--- src/ufc_pkg.sv ---
package ufc_pkg;

  // ----------------------------------------------------------------
  // register offsets (address pins)
  // ----------------------------------------------------------------
  localparam logic [2:0] ADDR_DIV_LOW = 3'h0;
  localparam logic [2:0] ADDR_DIV_HIGH = 3'h1; // also interrupt enable
  localparam logic [2:0] ADDR_INT_ENABLE = 3'h1;
  localparam logic [2:0] ADDR_FEATURE = 3'h2; // also fifo control / ident
  localparam logic [2:0] ADDR_LINE_CTRL = 3'h3;
  localparam logic [2:0] ADDR_MODEM_CTRL = 3'h4;
  localparam logic [2:0] ADDR_THRESH = 3'h6;
  localparam logic [2:0] ADDR_TRIGGER = 3'h7; // also xoff2 / fifo ready

  // line control value that opens the enhanced bank
  localparam logic [7:0] LINE_CTRL_ENH_BANK = 8'hbf;
  localparam int LINE_CTRL_DLAB = 7;

  // ----------------------------------------------------------------
  // field positions
  // ----------------------------------------------------------------
  localparam int FEAT_ENH_EN = 4;
  localparam int FEAT_SPECIAL = 5;
  localparam int FEAT_AUTO_RTS = 6;
  localparam int FEAT_AUTO_CTS = 7;
  localparam int IER_SLEEP = 4;
  localparam int MCR_RTS = 1;
  localparam int MCR_FIFO_RDY_EN = 2;
  localparam int MCR_LOOPBACK = 4;
  localparam int MCR_TRIG_ACCESS = 6;
  localparam int MCR_PRESCALE4 = 7;
  localparam int FCR_FIFO_EN = 0;
  localparam int IIR_NO_INT = 0;
  localparam int IIR_SPECIAL = 4;

  // write masks for bits that only the enhanced-enable bit unlocks
  localparam logic [7:0] IER_ENH_MASK = 8'hf0;
  localparam logic [7:0] FCR_ENH_MASK = 8'h30;
  localparam logic [7:0] MCR_ENH_MASK = 8'he0;

  // fifo ready layout, unused bits read zero
  localparam int RDY_TX_A = 0;
  localparam int RDY_TX_B = 1;
  localparam int RDY_RX_A = 4;
  localparam int RDY_RX_B = 5;

  // reset values
  localparam logic [7:0] RESET_BYTE = 8'h00;
  localparam logic [15:0] RESET_DIVISOR = 16'h0000;

  // prescaler last count for divide by four
  localparam logic [1:0] PRESCALE_LAST = 2'h3;
  localparam logic [3:0] TRIG_FROM_FCR = 4'h0;

  // ----------------------------------------------------------------
  // bus carrier
  // ----------------------------------------------------------------
  typedef struct packed {
    logic [1:0] sel_n; // channel chip selects, A in bit 0
    logic [2:0] addr;
    logic wr; // one-cycle write strobe
    logic rd; // one-cycle read strobe
    logic [7:0] wdata;
  } ufc_bus_req_t;

  typedef enum logic [1:0] {
    UFC_RTS_RUN = 2'b00,
    UFC_RTS_HALT = 2'b01
  } ufc_rts_state_t;

endpackage : ufc_pkg

--- src/ufc_flow_ctrl.sv ---
// Notes on behaviour
// - low nibble of feature register picks the software flow mode.
// - enhanced-enable bit zero blocks writes to INTERRUPT_ENABLE_REG 7:4, FIFO_CONTROL_REG 5:4, MODEM_CONTROL_REG 7:5.
// - special detect compares received chars with xoff2, flags ident bit 4.
// - auto RTS goes high at halt level, low again at resume level.
// - auto CTS halts transmit while CTS input is high.
// - baud generator divides by 16-bit divisor from two byte latches.
// - divisor latches writable only while sleep mode is off.
// - threshold register holds halt in 3:0, resume in 7:4, steps of four.
// - threshold writes need enhanced-enable and modem-control bit 6.
// - trigger register holds tx spaces 3:0, rx chars 7:4, value N/4.
// - trigger writes need enhanced-enable and modem-control bit 6.
// - zero trigger field falls back to the fifo control trigger.
// - ready bits 0,1 set when tx free spaces reach the trigger.
// - ready bits 4,5 set when rx count exceeds trigger or timeout.
// - fifo ready read-only at 7 via either select, bit 2 set, no loop.
// - modem bit 4 loops modem outputs and serial data internally.
`timescale 1ns/1ps
`default_nettype none

module ufc_flow_ctrl (
  input wire logic clk_i,
  input wire logic reset_i,
  input wire ufc_pkg::ufc_bus_req_t bus_i,
  output logic [7:0] rdata_o,
  input wire logic rx_valid_i,
  input wire logic [7:0] rx_char_i,
  input wire logic [6:0] rx_count_i,
  input wire logic [6:0] tx_space_i,
  input wire logic rx_timeout_i,
  input wire logic [6:0] fcr_tx_level_i,
  input wire logic [6:0] fcr_rx_level_i,
  input wire logic b_tx_ready_i,
  input wire logic b_rx_ready_i,
  input wire logic cts_i,
  input wire logic serial_in_i,
  input wire logic tx_serial_i,
  output logic rts_o,
  output logic tx_halt_o,
  output logic special_char_o,
  output logic [3:0] sw_flow_mode_o,
  output logic [6:0] tx_trigger_o,
  output logic [6:0] rx_trigger_o,
  output logic baud_tick_o,
  output logic serial_out_o,
  output logic rx_serial_o
);

  // ----------------------------------------------------------------
  // register state
  // ----------------------------------------------------------------
  logic [7:0] feature_ff;
  logic [7:0] lcr_ff;
  logic [7:0] ier_ff;
  logic [7:0] fcr_ff;
  logic [7:0] mcr_ff;
  logic [7:0] div_low_ff;
  logic [7:0] div_high_ff;
  logic [7:0] thresh_ff;
  logic [7:0] trig_ff;
  logic [7:0] xoff2_ff;
  logic special_ff;
  ufc_pkg::ufc_rts_state_t rts_state_ff;
  ufc_pkg::ufc_rts_state_t nxt_rts_state;

  logic own_sel;
  logic any_sel;
  logic enh_bank;
  logic dlab;
  logic enh_en;
  logic trig_access;
  logic loopback;
  logic rdy_access;
  logic own_wr;
  logic [7:0] fifo_ready;
  logic [7:0] iir_val;
  logic [5:0] halt_level;
  logic [5:0] resume_level;
  logic cts_seen;
  logic special_hit;
  logic iir_read;

  assign own_sel = ~bus_i.sel_n[0];
  assign any_sel = ~(bus_i.sel_n[0] & bus_i.sel_n[1]);
  assign own_wr = own_sel & bus_i.wr;
  assign enh_bank = (lcr_ff == ufc_pkg::LINE_CTRL_ENH_BANK);
  assign dlab = lcr_ff[ufc_pkg::LINE_CTRL_DLAB];
  assign enh_en = feature_ff[ufc_pkg::FEAT_ENH_EN];
  assign loopback = mcr_ff[ufc_pkg::MCR_LOOPBACK];
  assign trig_access = enh_en & mcr_ff[ufc_pkg::MCR_TRIG_ACCESS];
  assign rdy_access = mcr_ff[ufc_pkg::MCR_FIFO_RDY_EN] & ~loopback;

  // ----------------------------------------------------------------
  // write decode
  // ----------------------------------------------------------------

  // line control is always writable
  always_ff @(posedge clk_i) begin
    if (reset_i) begin
      lcr_ff <= ufc_pkg::RESET_BYTE;
    end else if (own_wr && bus_i.addr == ufc_pkg::ADDR_LINE_CTRL) begin
      lcr_ff <= bus_i.wdata;
    end
  end

  // feature register and xoff2 live in the enhanced bank
  always_ff @(posedge clk_i) begin
    if (reset_i) begin
      feature_ff <= ufc_pkg::RESET_BYTE;
      xoff2_ff <= ufc_pkg::RESET_BYTE;
    end else if (own_wr && enh_bank) begin
      if (bus_i.addr == ufc_pkg::ADDR_FEATURE) begin
        feature_ff <= bus_i.wdata;
      end else if (bus_i.addr == ufc_pkg::ADDR_TRIGGER) begin
        xoff2_ff <= bus_i.wdata;
      end
    end
  end

  always_ff @(posedge clk_i) begin
    if (reset_i) begin
      ier_ff <= ufc_pkg::RESET_BYTE;
    end else if (own_wr && !dlab && !enh_bank &&
                 bus_i.addr == ufc_pkg::ADDR_INT_ENABLE) begin
      if (enh_en) begin
        ier_ff <= bus_i.wdata;
      end else begin
        ier_ff <= (ier_ff & ufc_pkg::IER_ENH_MASK) |
                  (bus_i.wdata & ~ufc_pkg::IER_ENH_MASK);
      end
    end
  end

  // masked fifo control bits
  // fifo control is write-only at the feature offset outside the bank
  always_ff @(posedge clk_i) begin
    if (reset_i) begin
      fcr_ff <= ufc_pkg::RESET_BYTE;
    end else if (own_wr && !enh_bank &&
                 bus_i.addr == ufc_pkg::ADDR_FEATURE) begin
      if (enh_en) begin
        fcr_ff <= bus_i.wdata;
      end else begin
        fcr_ff <= (fcr_ff & ufc_pkg::FCR_ENH_MASK) |
                  (bus_i.wdata & ~ufc_pkg::FCR_ENH_MASK);
      end
    end
  end

  always_ff @(posedge clk_i) begin
    if (reset_i) begin
      mcr_ff <= ufc_pkg::RESET_BYTE;
    end else if (own_wr && !enh_bank &&
                 bus_i.addr == ufc_pkg::ADDR_MODEM_CTRL) begin
      if (enh_en) begin
        mcr_ff <= bus_i.wdata;
      end else begin
        mcr_ff <= (mcr_ff & ufc_pkg::MCR_ENH_MASK) |
                  (bus_i.wdata & ~ufc_pkg::MCR_ENH_MASK);
      end
    end
  end

  // two byte latches
  // loading the divisor in sleep would glitch a stopped oscillator
  always_ff @(posedge clk_i) begin
    if (reset_i) begin
      div_low_ff <= ufc_pkg::RESET_BYTE;
      div_high_ff <= ufc_pkg::RESET_BYTE;
    end else if (own_wr && dlab && !enh_bank &&
                 !ier_ff[ufc_pkg::IER_SLEEP]) begin
      if (bus_i.addr == ufc_pkg::ADDR_DIV_LOW) begin
        div_low_ff <= bus_i.wdata;
      end else if (bus_i.addr == ufc_pkg::ADDR_DIV_HIGH) begin
        div_high_ff <= bus_i.wdata;
      end
    end
  end

  // no order check on halt and resume
  always_ff @(posedge clk_i) begin
    if (reset_i) begin
      thresh_ff <= ufc_pkg::RESET_BYTE;
      trig_ff <= ufc_pkg::RESET_BYTE;
    end else if (own_wr && !enh_bank && trig_access) begin
      if (bus_i.addr == ufc_pkg::ADDR_THRESH) begin
        thresh_ff <= bus_i.wdata;
      end else if (bus_i.addr == ufc_pkg::ADDR_TRIGGER) begin
        trig_ff <= bus_i.wdata;
      end
    end
  end

  // ----------------------------------------------------------------
  // special character detect
  // ----------------------------------------------------------------
  // compare with xoff2
  assign special_hit = rx_valid_i & feature_ff[ufc_pkg::FEAT_SPECIAL] &
                       (rx_char_i == xoff2_ff);
  assign iir_read = own_sel & bus_i.rd & !enh_bank &
                    (bus_i.addr == ufc_pkg::ADDR_FEATURE);

  // reading the ident register clears the flag; a new match wins
  always_ff @(posedge clk_i) begin
    if (reset_i) begin
      special_ff <= 1'b0;
    end else if (special_hit) begin
      special_ff <= 1'b1;
    end else if (iir_read) begin
      special_ff <= 1'b0;
    end
  end

  always_comb begin
    iir_val = ufc_pkg::RESET_BYTE;
    iir_val[ufc_pkg::IIR_NO_INT] = ~special_ff;
    iir_val[ufc_pkg::IIR_SPECIAL] = special_ff;
    iir_val[7:6] = {2{fcr_ff[ufc_pkg::FCR_FIFO_EN]}};
  end

  // ----------------------------------------------------------------
  // trigger selection and fifo ready
  // ----------------------------------------------------------------
  // zero field uses fifo control level
  // stored value is level over four
  always_ff @(posedge clk_i) begin
    if (reset_i) begin
      tx_trigger_o <= 7'h00;
      rx_trigger_o <= 7'h00;
    end else begin
      tx_trigger_o <= (trig_ff[3:0] == ufc_pkg::TRIG_FROM_FCR) ?
                      fcr_tx_level_i : {1'b0, trig_ff[3:0], 2'b00};
      rx_trigger_o <= (trig_ff[7:4] == ufc_pkg::TRIG_FROM_FCR) ?
                      fcr_rx_level_i : {1'b0, trig_ff[7:4], 2'b00};
    end
  end

  always_comb begin
    fifo_ready = ufc_pkg::RESET_BYTE;
    fifo_ready[ufc_pkg::RDY_TX_A] = (tx_space_i >= tx_trigger_o);
    fifo_ready[ufc_pkg::RDY_TX_B] = b_tx_ready_i;
    fifo_ready[ufc_pkg::RDY_RX_A] = (rx_count_i > rx_trigger_o) |
                                    rx_timeout_i;
    fifo_ready[ufc_pkg::RDY_RX_B] = b_rx_ready_i;
  end

  // ----------------------------------------------------------------
  // read decode
  // ----------------------------------------------------------------
  // ready register via either select
  // data is held until the next read; unmapped reads answer zero
  always_ff @(posedge clk_i) begin
    if (reset_i) begin
      rdata_o <= ufc_pkg::RESET_BYTE;
    end else if (bus_i.rd && any_sel) begin
      if (!own_sel) begin
        rdata_o <= (bus_i.addr == ufc_pkg::ADDR_TRIGGER && rdy_access) ?
                   fifo_ready : ufc_pkg::RESET_BYTE;
      end else if (bus_i.addr == ufc_pkg::ADDR_LINE_CTRL) begin
        rdata_o <= lcr_ff;
      end else if (enh_bank && bus_i.addr == ufc_pkg::ADDR_FEATURE) begin
        rdata_o <= feature_ff;
      end else if (enh_bank && bus_i.addr == ufc_pkg::ADDR_TRIGGER) begin
        rdata_o <= xoff2_ff;
      end else if (enh_bank) begin
        rdata_o <= ufc_pkg::RESET_BYTE;
      end else if (dlab && bus_i.addr == ufc_pkg::ADDR_DIV_LOW) begin
        rdata_o <= div_low_ff;
      end else if (dlab && bus_i.addr == ufc_pkg::ADDR_DIV_HIGH) begin
        rdata_o <= div_high_ff;
      end else if (bus_i.addr == ufc_pkg::ADDR_INT_ENABLE) begin
        rdata_o <= ier_ff;
      end else if (bus_i.addr == ufc_pkg::ADDR_FEATURE) begin
        rdata_o <= iir_val;
      end else if (bus_i.addr == ufc_pkg::ADDR_MODEM_CTRL) begin
        rdata_o <= mcr_ff;
      end else if (bus_i.addr == ufc_pkg::ADDR_THRESH && trig_access) begin
        rdata_o <= thresh_ff;
      end else if (bus_i.addr == ufc_pkg::ADDR_TRIGGER && trig_access) begin
        rdata_o <= trig_ff;
      end else if (bus_i.addr == ufc_pkg::ADDR_TRIGGER && rdy_access) begin
        rdata_o <= fifo_ready;
      end else begin
        rdata_o <= ufc_pkg::RESET_BYTE;
      end
    end
  end

  // ----------------------------------------------------------------
  // auto RTS hysteresis
  // ----------------------------------------------------------------
  // levels in steps of four
  assign halt_level = {thresh_ff[3:0], 2'b00};
  assign resume_level = {thresh_ff[7:4], 2'b00};

  // halt and resume thresholds
  // with halt not above resume the state may toggle every cycle
  always_comb begin
    nxt_rts_state = rts_state_ff;
    case (rts_state_ff)
      ufc_pkg::UFC_RTS_RUN: begin
        if (rx_count_i >= {1'b0, halt_level}) begin
          nxt_rts_state = ufc_pkg::UFC_RTS_HALT;
        end
      end
      ufc_pkg::UFC_RTS_HALT: begin
        if (rx_count_i <= {1'b0, resume_level}) begin
          nxt_rts_state = ufc_pkg::UFC_RTS_RUN;
        end
      end
      default: begin
        nxt_rts_state = ufc_pkg::UFC_RTS_RUN;
      end
    endcase
  end

  always_ff @(posedge clk_i) begin
    if (reset_i) begin
      rts_state_ff <= ufc_pkg::UFC_RTS_RUN;
    end else if (!feature_ff[ufc_pkg::FEAT_AUTO_RTS]) begin
      rts_state_ff <= ufc_pkg::UFC_RTS_RUN;
    end else begin
      rts_state_ff <= nxt_rts_state;
    end
  end

  // ----------------------------------------------------------------
  // pins, CTS gating and loopback
  // ----------------------------------------------------------------
  // modem RTS bit stands in for CTS
  assign cts_seen = loopback ? ~mcr_ff[ufc_pkg::MCR_RTS] : cts_i;

  // pins idle inactive (high) in loopback so the line stays quiet
  always_ff @(posedge clk_i) begin
    if (reset_i) begin
      rts_o <= 1'b1;
      tx_halt_o <= 1'b0;
      serial_out_o <= 1'b1;
      rx_serial_o <= 1'b1;
    end else begin
      if (loopback) begin
        rts_o <= 1'b1;
      end else if (feature_ff[ufc_pkg::FEAT_AUTO_RTS]) begin
        rts_o <= (rts_state_ff == ufc_pkg::UFC_RTS_HALT);
      end else begin
        rts_o <= ~mcr_ff[ufc_pkg::MCR_RTS];
      end
      tx_halt_o <= feature_ff[ufc_pkg::FEAT_AUTO_CTS] & cts_seen;
      serial_out_o <= loopback ? 1'b1 : tx_serial_i;
      rx_serial_o <= loopback ? tx_serial_i : serial_in_i;
    end
  end

  assign sw_flow_mode_o = feature_ff[3:0];
  assign special_char_o = special_ff;

  // ----------------------------------------------------------------
  // baud generator
  // ----------------------------------------------------------------
  logic [1:0] pre_cnt_ff;
  logic [15:0] div_cnt_ff;
  logic pre_tick;
  logic [15:0] divisor;

  assign divisor = {div_high_ff, div_low_ff};
  assign pre_tick = ~mcr_ff[ufc_pkg::MCR_PRESCALE4] |
                    (pre_cnt_ff == ufc_pkg::PRESCALE_LAST);

  // optional divide by four ahead of the divisor
  always_ff @(posedge clk_i) begin
    if (reset_i) begin
      pre_cnt_ff <= 2'h0;
    end else begin
      pre_cnt_ff <= pre_cnt_ff + 2'h1;
    end
  end

  // divide by 16-bit divisor
  // a zero divisor stops the tick rather than running flat out
  always_ff @(posedge clk_i) begin
    if (reset_i) begin
      div_cnt_ff <= ufc_pkg::RESET_DIVISOR;
      baud_tick_o <= 1'b0;
    end else if (divisor == ufc_pkg::RESET_DIVISOR) begin
      div_cnt_ff <= ufc_pkg::RESET_DIVISOR;
      baud_tick_o <= 1'b0;
    end else if (pre_tick) begin
      if (div_cnt_ff <= 16'h0001) begin
        div_cnt_ff <= divisor;
        baud_tick_o <= 1'b1;
      end else begin
        div_cnt_ff <= div_cnt_ff - 16'h0001;
        baud_tick_o <= 1'b0;
      end
    end else begin
      baud_tick_o <= 1'b0;
    end
  end

endmodule : ufc_flow_ctrl

`default_nettype wire

--- config.mk ---
export PLATFORM = sky130hd
export DESIGN_NAME = ufc_flow_ctrl
export DESIGN_NICKNAME = d
export VERILOG_FILES = /design/src/ufc_pkg.sv /design/src/ufc_flow_ctrl.sv
export SDC_FILE = /design/constraint.sdc
export NUM_CORES = 1
export LEC_CHECK = 0
export CAP_MARGIN = 20
export CORE_MARGIN = 4
export CORE_UTILIZATION = 55
export CTS_BUF_LIST = sky130_fd_sc_hd__clkbuf_4 sky130_fd_sc_hd__clkbuf_8
export CTS_CLUSTER_DIAMETER = 150
export DETAILED_ROUTE_END_ITERATION = 12
export DONT_BUFFER_PORTS = 1
export HOLD_SLACK_MARGIN = 0.15
export PLACE_DENSITY = 0.73
export SLEW_MARGIN = 10
export SYNTH_ARGS = -nofsm -noshare
export SYNTH_HDL_FRONTEND = slang
export SYNTH_SLANG_ARGS = --single-unit
--- constraint.sdc ---
create_clock -name clk_i -period 2.3 [get_ports clk_i]
set_clock_uncertainty 0.05 [all_clocks]
set_input_delay 0.69 -clock clk_i [delete_from_list [all_inputs] [get_ports clk_i]]
set_output_delay 0.69 -clock clk_i [all_outputs]
set_load 0.03 [all_outputs]
# Word-level counts from Yosys, hierarchy flattened
# Cells that the tools add are included.
# op_classes
add_sub_neg,2
n_mul,0
div,0
order_cmp,5
eq_ne,12
shift,0
n_mux,28
bitwise,28
reduce_logical,42
# ops
operator,count
8-bit two-way mux,14
6-bit two-way mux,4
1-bit logical AND,20
"16-bit by 1-bit <= comparator with 1-bit output, second input constant",1
16-bit logical NOT,1
16-bit two-way mux,1
"16-bit by 1-bit subtractor with 16-bit output, second input constant",1
1-bit inverter,13
1-bit AND,10
2-bit OR reduction,5
"3-bit == test, second input constant",3
3-bit AND reduction,3
8-bit == test,1
"8-bit == test, second input constant",1
4-bit logical NOT,2
8-bit by 4-bit OR with 8-bit output,1
8-bit by 5-bit OR with 8-bit output,1
2-bit AND reduction,4
7-bit by 6-bit >= comparator with 1-bit output,1
7-bit >= comparator,1
7-bit greater-than comparator,1
7-bit by 6-bit <= comparator with 1-bit output,1
"3-bit by 2-bit == test with 1-bit output, second input constant",2
1-bit two-way mux,6
other kinds (14),19
# totals
reg_bits,126
latchBits,0
ramBits,0
romBits,0
in_bits,60
out_inout_bits,32
word_cells,141
memories,0

# Logic depth before layout (Yosys ltp)
# Gate-level depths: netlist of the first run.
# logic_depth
ltp_word,16
mapped_depth,10
mapped_depth_nobuf,8

# Worst setup path after synthesis of the first run
# Ideal clock, no wire load.
# synth_path
path_type,input to register
from,input port bus_i[13] (netlist name)
to,register ier_ff[4]
setup_time_ps,132
t_arrival_ps,2142
required_time_ps,2118
slack_ps,-24
path_stages,7
path_buffers,2
cell_sequence,buf_2 nand2b_1 clkbuf_1 nor3_1 nand2_1 nand2_1 a21oi_1
# synth_via
elab_chain_len,5
# synth_lines
item,line_no,source
from (decl),ufc_flow_ctrl.sv:24,"input wire ufc_pkg::ufc_bus_req_t bus_i,"
1-bit inverter,ufc_flow_ctrl.sv:83,assign own_sel = ~bus_i.sel_n[0];
1-bit AND,ufc_flow_ctrl.sv:85,assign own_wr = own_sel & bus_i.wr;
1-bit logical AND (3 in series),ufc_flow_ctrl.sv:123,end else if (own_wr && !dlab && !enh_bank &&
to (signal assigned),ufc_flow_ctrl.sv:122,ier_ff <= ufc_pkg::RESET_BYTE;
to (signal assigned),ufc_flow_ctrl.sv:126,ier_ff <= bus_i.wdata;
to (signal assigned),ufc_flow_ctrl.sv:128,ier_ff <= (ier_ff & ufc_pkg::IER_ENH_MASK) |
to (decl),ufc_flow_ctrl.sv:54,logic [7:0] ier_ff;
# Every way passes these cells.
# A chain may end at the register's enable or synchronous reset.

# Worst setup path in the final report of the first run
# layout_path
from,register rx_trigger_o[4]
to,register rdata_o[4]
# layout_via
elab_chain_len,15
# layout_lines
item,line_no,source
from (decl),ufc_flow_ctrl.sv:43,"output logic [6:0] rx_trigger_o,"
from (signal assigned),ufc_flow_ctrl.sv:233,rx_trigger_o <= (trig_ff[7:4] == ufc_pkg::TRIG_FROM_FCR) ?
7-bit greater-than comparator (*),ufc_flow_ctrl.sv:242,fifo_ready[ufc_pkg::RDY_RX_A] = (rx_count_i > rx_trigger_o) |
1-bit OR (*),ufc_flow_ctrl.sv:242,
6-bit two-way mux (*),"ufc_flow_ctrl.sv:257, ufc_flow_ctrl.sv:281",
8-bit two-way mux,ufc_flow_ctrl.sv:279,end else if (bus_i.addr == ufc_pkg::ADDR_TRIGGER && trig_access) begin
8-bit two-way mux,ufc_flow_ctrl.sv:277,end else if (bus_i.addr == ufc_pkg::ADDR_THRESH && trig_access) begin
8-bit two-way mux,ufc_flow_ctrl.sv:275,end else if (bus_i.addr == ufc_pkg::ADDR_MODEM_CTRL) begin
8-bit two-way mux,ufc_flow_ctrl.sv:273,end else if (bus_i.addr == ufc_pkg::ADDR_FEATURE) begin
8-bit two-way mux,ufc_flow_ctrl.sv:271,end else if (bus_i.addr == ufc_pkg::ADDR_INT_ENABLE) begin
8-bit two-way mux,ufc_flow_ctrl.sv:269,end else if (dlab && bus_i.addr == ufc_pkg::ADDR_DIV_HIGH) begin
8-bit two-way mux,ufc_flow_ctrl.sv:267,end else if (dlab && bus_i.addr == ufc_pkg::ADDR_DIV_LOW) begin
8-bit two-way mux,ufc_flow_ctrl.sv:265,end else if (enh_bank) begin
8-bit two-way mux,ufc_flow_ctrl.sv:263,end else if (enh_bank && bus_i.addr == ufc_pkg::ADDR_TRIGGER) begin
8-bit two-way mux,ufc_flow_ctrl.sv:261,end else if (enh_bank && bus_i.addr == ufc_pkg::ADDR_FEATURE) begin
8-bit two-way mux,ufc_flow_ctrl.sv:259,end else if (bus_i.addr == ufc_pkg::ADDR_LINE_CTRL) begin
8-bit two-way mux (*),ufc_flow_ctrl.sv:256,if (!own_sel) begin
to (signal assigned),ufc_flow_ctrl.sv:257,rdata_o <= (bus_i.addr == ufc_pkg::ADDR_TRIGGER && rdy_access) ?
to (signal assigned),ufc_flow_ctrl.sv:260,rdata_o <= lcr_ff;
to (signal assigned),ufc_flow_ctrl.sv:262,rdata_o <= feature_ff;
to (decl),ufc_flow_ctrl.sv:25,"output logic [7:0] rdata_o,"
# Every way passes the cells marked *; elsewhere a longest branch is shown, timed or not.

==> results of run 1 <==
-- per-stage QoR --
step                cells  hold WS, ps
finish                953        260.7
global route          953        237.4
CTS                   953        241.2
detailed placement    921        361.8
global placement      921        353.3
floorplan             783        349.2
-- worst max-delay path, delay by kind of cell (launching register included) --
| family | cells | cell delay (ps) |
|---|---|---|
| simple gates | 2 | 670 |
| compound gates | 4 | 710 |
| fa+ha+maj | 1 | 320 |
| flops | 1 | 340 |
| buf+inv | 1 | 50 |
-- cell usage in the layout (no fill, tap or decap), types with 7 or more instances in the layout --
master,n
a21o_1,7
nor2_1,90
nand3_1,26
nand4_1,8
a21oi_1,60
and2_1,11
dfxtp_1,120
nor3_1,19
clkbuf_8,19
xnor2_1,7
nand2b_1,10
nand2_1,68
o21ai_1,11
nor2b_1,11
o21ai_0,44
mux2i_1,67
inv_1,42
ha_1,25
buf_4,50
-- cell type report --
cell class,instances,area [µm²]
multi-input combinational,566,3660
inverter,42,157.7
clock inverter,13,170.2
timing repair buffer,50,375.4
fill,1029,4213
sequential,120,2402
tap,143,178.9
clock buffer,19,261.5
-- synth_stat cells, types with 7 or more instances --
cell type	count	area [µm²]
nor2_1	90	337.8
and2_1	11	68.82
a21oi_1	60	300.3
nor2b_1	11	68.82
buf_2	9	45.04
nand3_1	26	130.1
nor3_1	21	105.1
ha_1	25	312.8
o21ai_0	44	220.2
mux2i_1	67	670.6
a21o_1	7	52.55
clkbuf_1	38	142.6
o21ai_1	11	55.05
nand4_1	8	50.05
dfxtp_1	120	2402
xnor2_1	7	61.31
nand2b_1	10	62.56
nand2_1	68	255.2
inv_1	42	157.7
-- logic make-up after synthesis --
logic type | share of synthesized area (%)
flops | 37.32
mux | 11.00
simple gates | 21.17
compound gates | 18.12
buf+inv | 6.181
fa+ha+maj | 4.859
xor+xnor | 1.361
-- routing by layer --
layer | vias up | global-route usage, % | share of wire, % | wire length, µm
li1 | 2800 | - | - | -
met1 | 2789 | 35.89 | 41 | 7589
met2 | 289 | 47.83 | 48 | 9009
met3 | 38 | 6.528 | 8.5 | 1575
met4 | 0 | 10.36 | 2.5 | 459
met5 | - | 0 | 0 | 0
-- power by group --
group	total (W)	switching (W)	internal, W
clock network	0.00204	0.000908	0.00114
logic	0.000273	0.000153	0.000120
registers	0.00213	0.0000275	0.00210
-- final timing paths --
kind | from | end | slack [ps] | depth (start not counted)
hold / removal | reset_i | mcr_ff[1] | 260 | 1
setup reg to reg | rx_trigger_o[4] | rdata_o[4] | 50 | 8
setup / recovery | rx_trigger_o[4] | rdata_o[4] | 50 | 8
hold reg to reg | pre_cnt_ff[0] | pre_cnt_ff[0] | 370 | 1
-- repair_timing --
item	CTS	global route
endpoints found under the setup margin	0	1
endpoints found under the hold margin	0	0
gates resized for setup	0	2
hold buffers	0	0
==> flow_summary.json, run 1 <==
{
  "dp_slack_ps": -166.2,
  "grt_pass1_wl_mm": 29.55,
  "dieArea_um2": 13500,
  "synth_fp_nets": 868,
  "grt_max_degree": 98,
  "maxSlewHeadroom_pct": 62.23,
  "p_leak_nw": 2.862,
  "holdCritPathClass": "primary input to flop",
  "root_buffer": "clkbuf_8",
  "grt-ovfl-total": 0,
  "placed_cell_area_um2": 6761,
  "cp-end-kind": "flop",
  "cts_buffer_depth": 2,
  "crit_fanout": 2,
  "ant_nets": 0,
  "criticalPathCategory": "flop to flop",
  "crit_chain": "inv_1, ha_1, nand4_1, or4b_1, o211ai_1, a211o_1, a2bb2oi_1, o21ai_1",
  "drv_cap": 0,
  "utilization_pct": 63.11,
  "drc": 0,
  "synth_edf_count": 0,
  "finalWorstSetupSlack_ps": 49.71,
  "initial_utilization_pct": 56.38,
  "netlist-cell-type-count": 66,
  "power_per_cell_area_nw_per_um2": 617.3,
  "irDropWorstVdd_v": 0.0004394,
  "portBuffers": 0,
  "final-setup-viol-count": 0,
  "final_area_um2": 7206,
  "final_hold_viol_count": 0,
  "grt_usage_pct": 28.48,
  "cts_sinks": 120,
  "rows": 39,
  "syn-instance-count": 783,
  "tns_ps": 0,
  "die_h_um": 116.2,
  "slowest_delay_ps": 540,
  "antenna_found_initial": 0,
  "dpl.hpwl_mm": 13.57,
  "synth_warnings": 0,
  "gp_congestion": 0.9560,
  "ys_async_sr_fraction_pct": 0,
  "tightest_slew_ps": 552.2,
  "ys_ff_latch": 120,
  "finalCritPeriodShare_pct": 97.84,
  "regMostFlops": "div_cnt_ff",
  "netlist_area_um2": 6437,
  "htreeDepth": 4,
  "coreArea_um2": 11420,
  "period_needed_ps": 2250,
  "first_pass_iters": 5,
  "maxSlewViolCount": 0,
  "cts_setup_buffers": 0,
  "rsz0062_at_grt": "no",
  "largest_reg_flops": 16,
  "max_freq_ghz": 0.4444,
  "dieWidth_um": 116.2,
  "clkTransAtPathRegs_ps": 80,
  "worstSkewPairLatency_ps": 450,
  "drtIter0Drc": 670,
  "p_total_w": 0.004448,
  "nets": 882,
  "route.vias.total": 5916,
  "syn_area_per_cell_um2": 8.221,
  "cts_inserted_buffers": 17,
  "ios": 92,
  "required_ps": 2590,
  "grt_pass1_vias": 5747,
  "viasPerCell": 6.208,
  "status": "complete, no violations",
  "cpMaxStageDelayCell": "or4b_1",
  "crit_arrival_ps": 2540,
  "cts_tree": "done",
  "routedWlPerCell_um": 19.55,
  "ys_seq_area_share_pct": 37.32,
  "synthFlopType": "dfxtp_1",
  "drive_gt1_share_pct": 12.47,
  "diodes": 0,
  "routed_wl_mm": 18.63,
  "critPathLaunchType": "flop",
  "area_growth_pct": 11.93
}
(Power assumes the default switching activity.)
==> inputs of run 2 (changes only) <==
--- a/config.mk
+++ b/config.mk
@@ -5,6 +5,7 @@
 export SDC_FILE = /design/constraint.sdc
 export NUM_CORES = 1
 export LEC_CHECK = 0
+export ABC_AREA = 1
 export CAP_MARGIN = 20
 export CORE_MARGIN = 4
 export CORE_UTILIZATION = 55
==> run 2 against run 1 <==
  * Cell area down 5.5%
  * Non-clock buffer count fell by 14
  * Via count down 0.32%
  * Register-to-register slack better by 130 ps
  * Clock power shrank 7%
  * Maximum frequency grew 6.4%
==> flow_summary.json, run 2 <==
{
  "netlist_area_um2": 6117,
  "grt-ovfl-total": 0,
  "dieArea_um2": 12870,
  "ys_top_cells_by_area": "dfxtp_1, inv_1, o21ai_0",
  "place_inst": 988,
  "placed_cell_area_um2": 6407,
  "holdCritPathClass": "primary input to flop",
  "drc": 0,
  "required_ps": 2610,
  "drv_cap": 0,
  "rsz0062_at_grt": "no",
  "layout_common_cells": "inv_1, dfxtp_1, nand2_1",
  "irDropWorstVdd_v": 0.0003919,
  "yosysMostFrequentCell": "inv_1",
  "gp_congestion": 0.9582,
  "routedWlPerCell_um": 18.39,
  "cts_inserted_buffers": 17,
  "maxSlewViolCount": 0,
  "crit_arrival_ps": 2430,
  "max_freq_ghz": 0.4727,
  "status": "complete, no violations",
  "cts_resized": 0,
  "cts_buffer_depth": 2,
  "portBuffers": 0,
  "nets": 952,
  "synth_fp_nets": 926,
  "ys_async_sr_fraction_pct": 0,
  "final-setup-viol-count": 0,
  "cts_setup_buffers": 0,
  "drive_gt1_share_pct": 11.93,
  "netlist-cell-type-count": 43,
  "tightest_slew_ps": 553.2,
  "clkTransAtPathRegs_ps": 80,
  "antenna_found_initial": 0,
  "drtIter0Drc": 523,
  "ys_seq_area_share_pct": 39.27,
  "finalCritPeriodShare_pct": 91.97,
  "first_pass_iters": 7,
  "synth_warnings": 0,
  "criticalPathCategory": "flop to flop",
  "initial_utilization_pct": 56.43,
  "grt_usage_pct": 29.83,
  "grt_max_degree": 66,
  "final_area_um2": 6810,
  "period_needed_ps": 2115,
  "p_leak_nw": 2.982,
  "final_common_cell": "inv_1",
  "largest_reg_flops": 16,
  "ios": 92,
  "fillers": 1009,
  "finalNonFillerCells": 1020,
  "critPathLaunchType": "flop",
  "dieWidth_um": 113.5,
  "power_per_cell_area_nw_per_um2": 638.2,
  "cts_sinks": 120,
  "route.vias.total": 5897,
  "htreeDepth": 4,
  "crit_fanout": 15,
  "cts_hold_buf": 0,
  "viasPerCell": 5.781,
  "syn-instance-count": 841,
  "cp-end-kind": "flop",
  "grt_pass1_vias": 5658,
  "syn_area_per_cell_um2": 7.274,
  "rows": 38,
  "synthFlopType": "dfxtp_1",
  "die_h_um": 113.5,
  "routed_wl_mm": 18.76,
  "coreArea_um2": 10840,
  "ys_top_cells_by_count": "inv_1, dfxtp_1, nand2_1",
  "cts_tree": "done",
  "root_buffer": "clkbuf_8",
  "area_growth_pct": 11.33,
  "grt_pass1_wl_mm": 29.99,
  "synth_edf_count": 0,
  "dpl.hpwl_mm": 14.15,
  "regMostFlops": "div_cnt_ff",
  "maxSlewHeadroom_pct": 63.12,
  "synth_top_cell_area_share_pct": 39.27,
  "ant_nets": 0,
  "ys_ff_latch": 120,
  "worstSkewPairLatency_ps": 440,
  "synth_top_area_cell": "dfxtp_1",
  "diodes": 0,
  "final_hold_viol_count": 0
}
run 2: cell types whose count changed after synthesis, moves of 12 or more:
cell	delta
nand2_1	+44
clkbuf_1	-25
o211ai_1	+12
inv_1	+99
a21oi_1	+39
nor3_1	-14
nor2_1	-35
mux2i_1	-67
o21ai_0	+61
run 2: critical path, cell delays in order (launching register included):
cell and delay (ps):
dfxtp_1 330, inv_1 80, nor4_4 290, nand2_2 220, inv_2 160, nor2_4 40
buf_4 160, nand2_1 330, o21ai_0 170, a21oi_1 190
run 2: per-layer routing:
metal	vias up	GRT usage, %	wire (µm)
met3	62	8.541	1898
li1	2865	-	-
met2	322	45.03	8018
met5	-	0	0
met1	2648	39.16	8032
met4	0	14.58	807
run 2: path summary, 6_finish.rpt:
kind / from / endpoint / slack (ps) / cells after the start
worst max-delay path: lcr_ff[3] / thresh_ff[7] / 180 / 9
worst min-delay path: reset_i / ier_ff[5] / 260 / 1
worst max register to register: lcr_ff[3] / thresh_ff[7] / 180 / 9
worst min register to register: pre_cnt_ff[0] / pre_cnt_ff[0] / 370 / 1
run 2: final cells by class:
type	count	area [µm²]	share of cell area, %
inverter	151	566.8	8.323
timing repair buffer	36	270.3	3.968
multi-input combinational	541	2998	44.02
tap	140	175.2	2.572
clock buffer	18	247.7	3.638
clock inverter	14	150.1	2.205
sequential	120	2402	35.27
run 2: cell families after synthesis:
group	Yosys count	share of synthesized area [%]
AO/OA/AOI/OAI	266	24.05
AND/OR/NAND/NOR	241	18.47
buffers and inverters	180	11.80
flip-flops	120	39.27
adder cells (fa/ha/maj)	25	5.114
XOR/XNOR	9	1.289
run 2: stage by stage:
| step | setup TNS, ps | util, % | hold slack [ps] | worst slack [ps] | power [W] |
|---|---|---|---|---|---|
| 6_report | 0 | 62.82 | 260.2 | 184.6 | 0.004346 |
| 5_1_grt | 0 | 62.82 | 240.8 | 5.496 | 0.004527 |
| 4_1_cts | 0 | 62.78 | 247.6 | 97.84 | 0.004363 |
| 3_5_place_dp | -176.2 | 59.11 | 366.4 | -129.5 | 0.002498 |
| 3_3_place_gp | -97.03 | 59.11 | 352.8 | -97.03 | 0.002487 |
| 2_1_floorplan | 0 | - | 349.2 | 261.3 | 0.002408 |
run 2: power breakdown:
| part | internal (W) | switching (W) |
|---|---|---|
| clock | 0.000991 | 0.000900 |
| sequential | 0.00211 | 0.0000350 |
| combinational | 0.000113 | 0.000199 |
==> inputs of run 3 (changes only) <==
--- a/config.mk
+++ b/config.mk
@@ -14,6 +14,7 @@
 export DETAILED_ROUTE_END_ITERATION = 12
 export DONT_BUFFER_PORTS = 1
 export HOLD_SLACK_MARGIN = 0.15
+export MAX_ROUTING_LAYER = met4
 export PLACE_DENSITY = 0.73
 export SLEW_MARGIN = 10
 export SYNTH_ARGS = -nofsm -noshare
==> run 3 against run 2 <==
  * Clock power increased by 19%
  * Non-clock buffer count is 4 higher
  * Die area unchanged
  * Maximum frequency increased by 0.66%
  * Flip-flop and latch count unchanged
  * Wire length increased by 0.64%
  * Critical path depth is 5 higher
  * Clock-buffer cell count grew 8
  * Utilization rose by 0.99 points
  * Cell count is 0.49% higher
  * Critical endpoint is now rdata_o[0]
  * Largest cell class unchanged
  * Largest power group is now the clock network
  * Highest routed layer unchanged
==> flow_summary.json, run 3 (synthesized netlist as in run 2, its figures left out) <==
{
  "r2r_start": "tx_trigger_o[1]",
  "rows": 38,
  "hold_start": "reset_i",
  "final-setup-viol-count": 0,
  "root_buffer": "clkbuf_8",
  "p_clk_share_pct": 47.7,
  "cts_setup_buffers": 0,
  "drtIter0Drc": 524,
  "final_area_um2": 6918,
  "area_growth_pct": 13.09,
  "placed_cell_area_um2": 6437,
  "clkTransAtPathRegs_ps": 70,
  "ios": 92,
  "grt_usage_pct": 30.96,
  "period_needed_ps": 2102,
  "irDropWorstVdd_v": 0.0006335,
  "rsz0062_at_grt": "no",
  "p_int_w": 0.003632,
  "viasPerCell": 5.794,
  "htreeDepth": 4,
  "combPwrFrac_pct": 6.7,
  "drc": 0,
  "fillers": 993,
  "crit_start": "tx_trigger_o[1]",
  "grt_pass1_wl_mm": 29.86,
  "layout_common_cells": "inv_1, dfxtp_1, nand2_1",
  "p_sw_share_pct": 22.70,
  "grt_pass1_vias": 5688,
  "max_freq_ghz": 0.4758,
  "share_seq_of_total_power_pct": 45.7,
  "antenna_found_initial": 0,
  "routedWlPerCell_um": 18.42,
  "finalCritPeriodShare_pct": 91.37,
  "grt-ovfl-total": 0,
  "cts_hold_buf": 0,
  "crit_arrival_ps": 2440,
  "maxSlewViolCount": 0,
  "route.vias.total": 5939,
  "drv_cap": 0,
  "maxSlewHeadroom_pct": 56.08,
  "cp-end-kind": "flop",
  "routed_wl_mm": 18.88,
  "first_pass_iters": 5,
  "required_ps": 2640,
  "crit_fanout": 2,
  "worstSkewPairLatency_ps": 450,
  "critPathLaunchType": "flop",
  "dpl.hpwl_mm": 14.32,
  "final_common_cell": "inv_1",
  "cts_buffer_depth": 2,
  "initial_utilization_pct": 56.43,
  "portBuffers": 0,
  "coreArea_um2": 10840,
  "dp_slack_ps": -154.5,
  "p_leak_nw": 3.060,
  "ant_nets": 0,
  "grt_max_degree": 66,
  "whs_ps": 259.5,
  "cts_sinks": 120,
  "cts_inserted_buffers": 17,
  "gp_congestion": 0.9778,
  "utilization_pct": 63.82,
  "tightest_slew_ps": 656.4,
  "dieArea_um2": 12870,
  "drive_gt1_share_pct": 12.10,
  "regMostFlops": "div_cnt_ff",
  "status": "complete, no violations",
  "cts_resized": 0,
  "largest_reg_flops": 16,
  "cts_tree": "done",
  "dieWidth_um": 113.5,
  "power_per_cell_area_nw_per_um2": 679.2,
  "nets": 956,
  "finalWorstSetupSlack_ps": 198.4,
  "holdCritPathClass": "primary input to flop",
  "power.net_switching_w": 0.001067,
  "final_hold_viol_count": 0,
  "die_h_um": 113.5,
  "criticalPathCategory": "flop to flop"
}
==> run 3: path summary, 6_finish.rpt <==
path	to	slack [ps]	depth (start not counted)
hold reg to reg	pre_cnt_ff[0]	370	1
setup reg to reg	rdata_o[0]	200	14
hold / removal	ier_ff[7]	260	1
setup / recovery	rdata_o[0]	200	14
==> run 3: routing by layer <==
layer	GRT usage (%)	up-vias	part of all wire (%)
met5	-	-	0
met1	40.47	2733	44
met3	7.056	38	8.2
met4	13.22	0	2.6
li1	-	2872	-
met2	46.13	296	45
==> run 3: area by class of cell <==
type	count	area, µm²	area share (%)
multi-input cells	541	2993	43.26
diodes	1	2.502	0.03617
clock inverters	6	132.6	1.917
repair buffers	40	300.3	4.341
clock buffers	26	345.3	4.992
well taps	140	175.2	2.532
flip-flops and latches	120	2402	34.73
inverters	151	566.8	8.193
==> run 3: metrics by stage <==
stage                     cells  TNS (ps)  power [W]
after global placement      992    -142.1   0.002487
after detailed placement    992    -155.0   0.002500
after global routing       1024         0   0.004865
after floorplan             841         0   0.002408
final                      1025         0   0.004698
after CTS                  1024         0   0.004713
==> run 3: critical path: stages, from the launching register on <==
cell,delay [ps]
dfxtp_1,330
inv_1,50
ha_1,260
o21ai_0,70
nand2_1,70
a21oi_1,60
o21ai_0,350
nand3_1,140
nand4_1,130
nand2_1,90
nand2_1,80
nand2_1,60
nand4_1,120
nand2_1,80
a21oi_1,120
==> run 3: power by group through the flow <==
stage          registers [W]  logic, W  clock network, W
5_1_grt              0.00215  0.000353           0.00236
3_5_place_dp         0.00219  0.000308                 0
2_1_floorplan        0.00221  0.000196                 0
4_1_cts              0.00215  0.000312           0.00226
3_3_place_gp         0.00219  0.000297                 0
6_report             0.00215  0.000313           0.00224
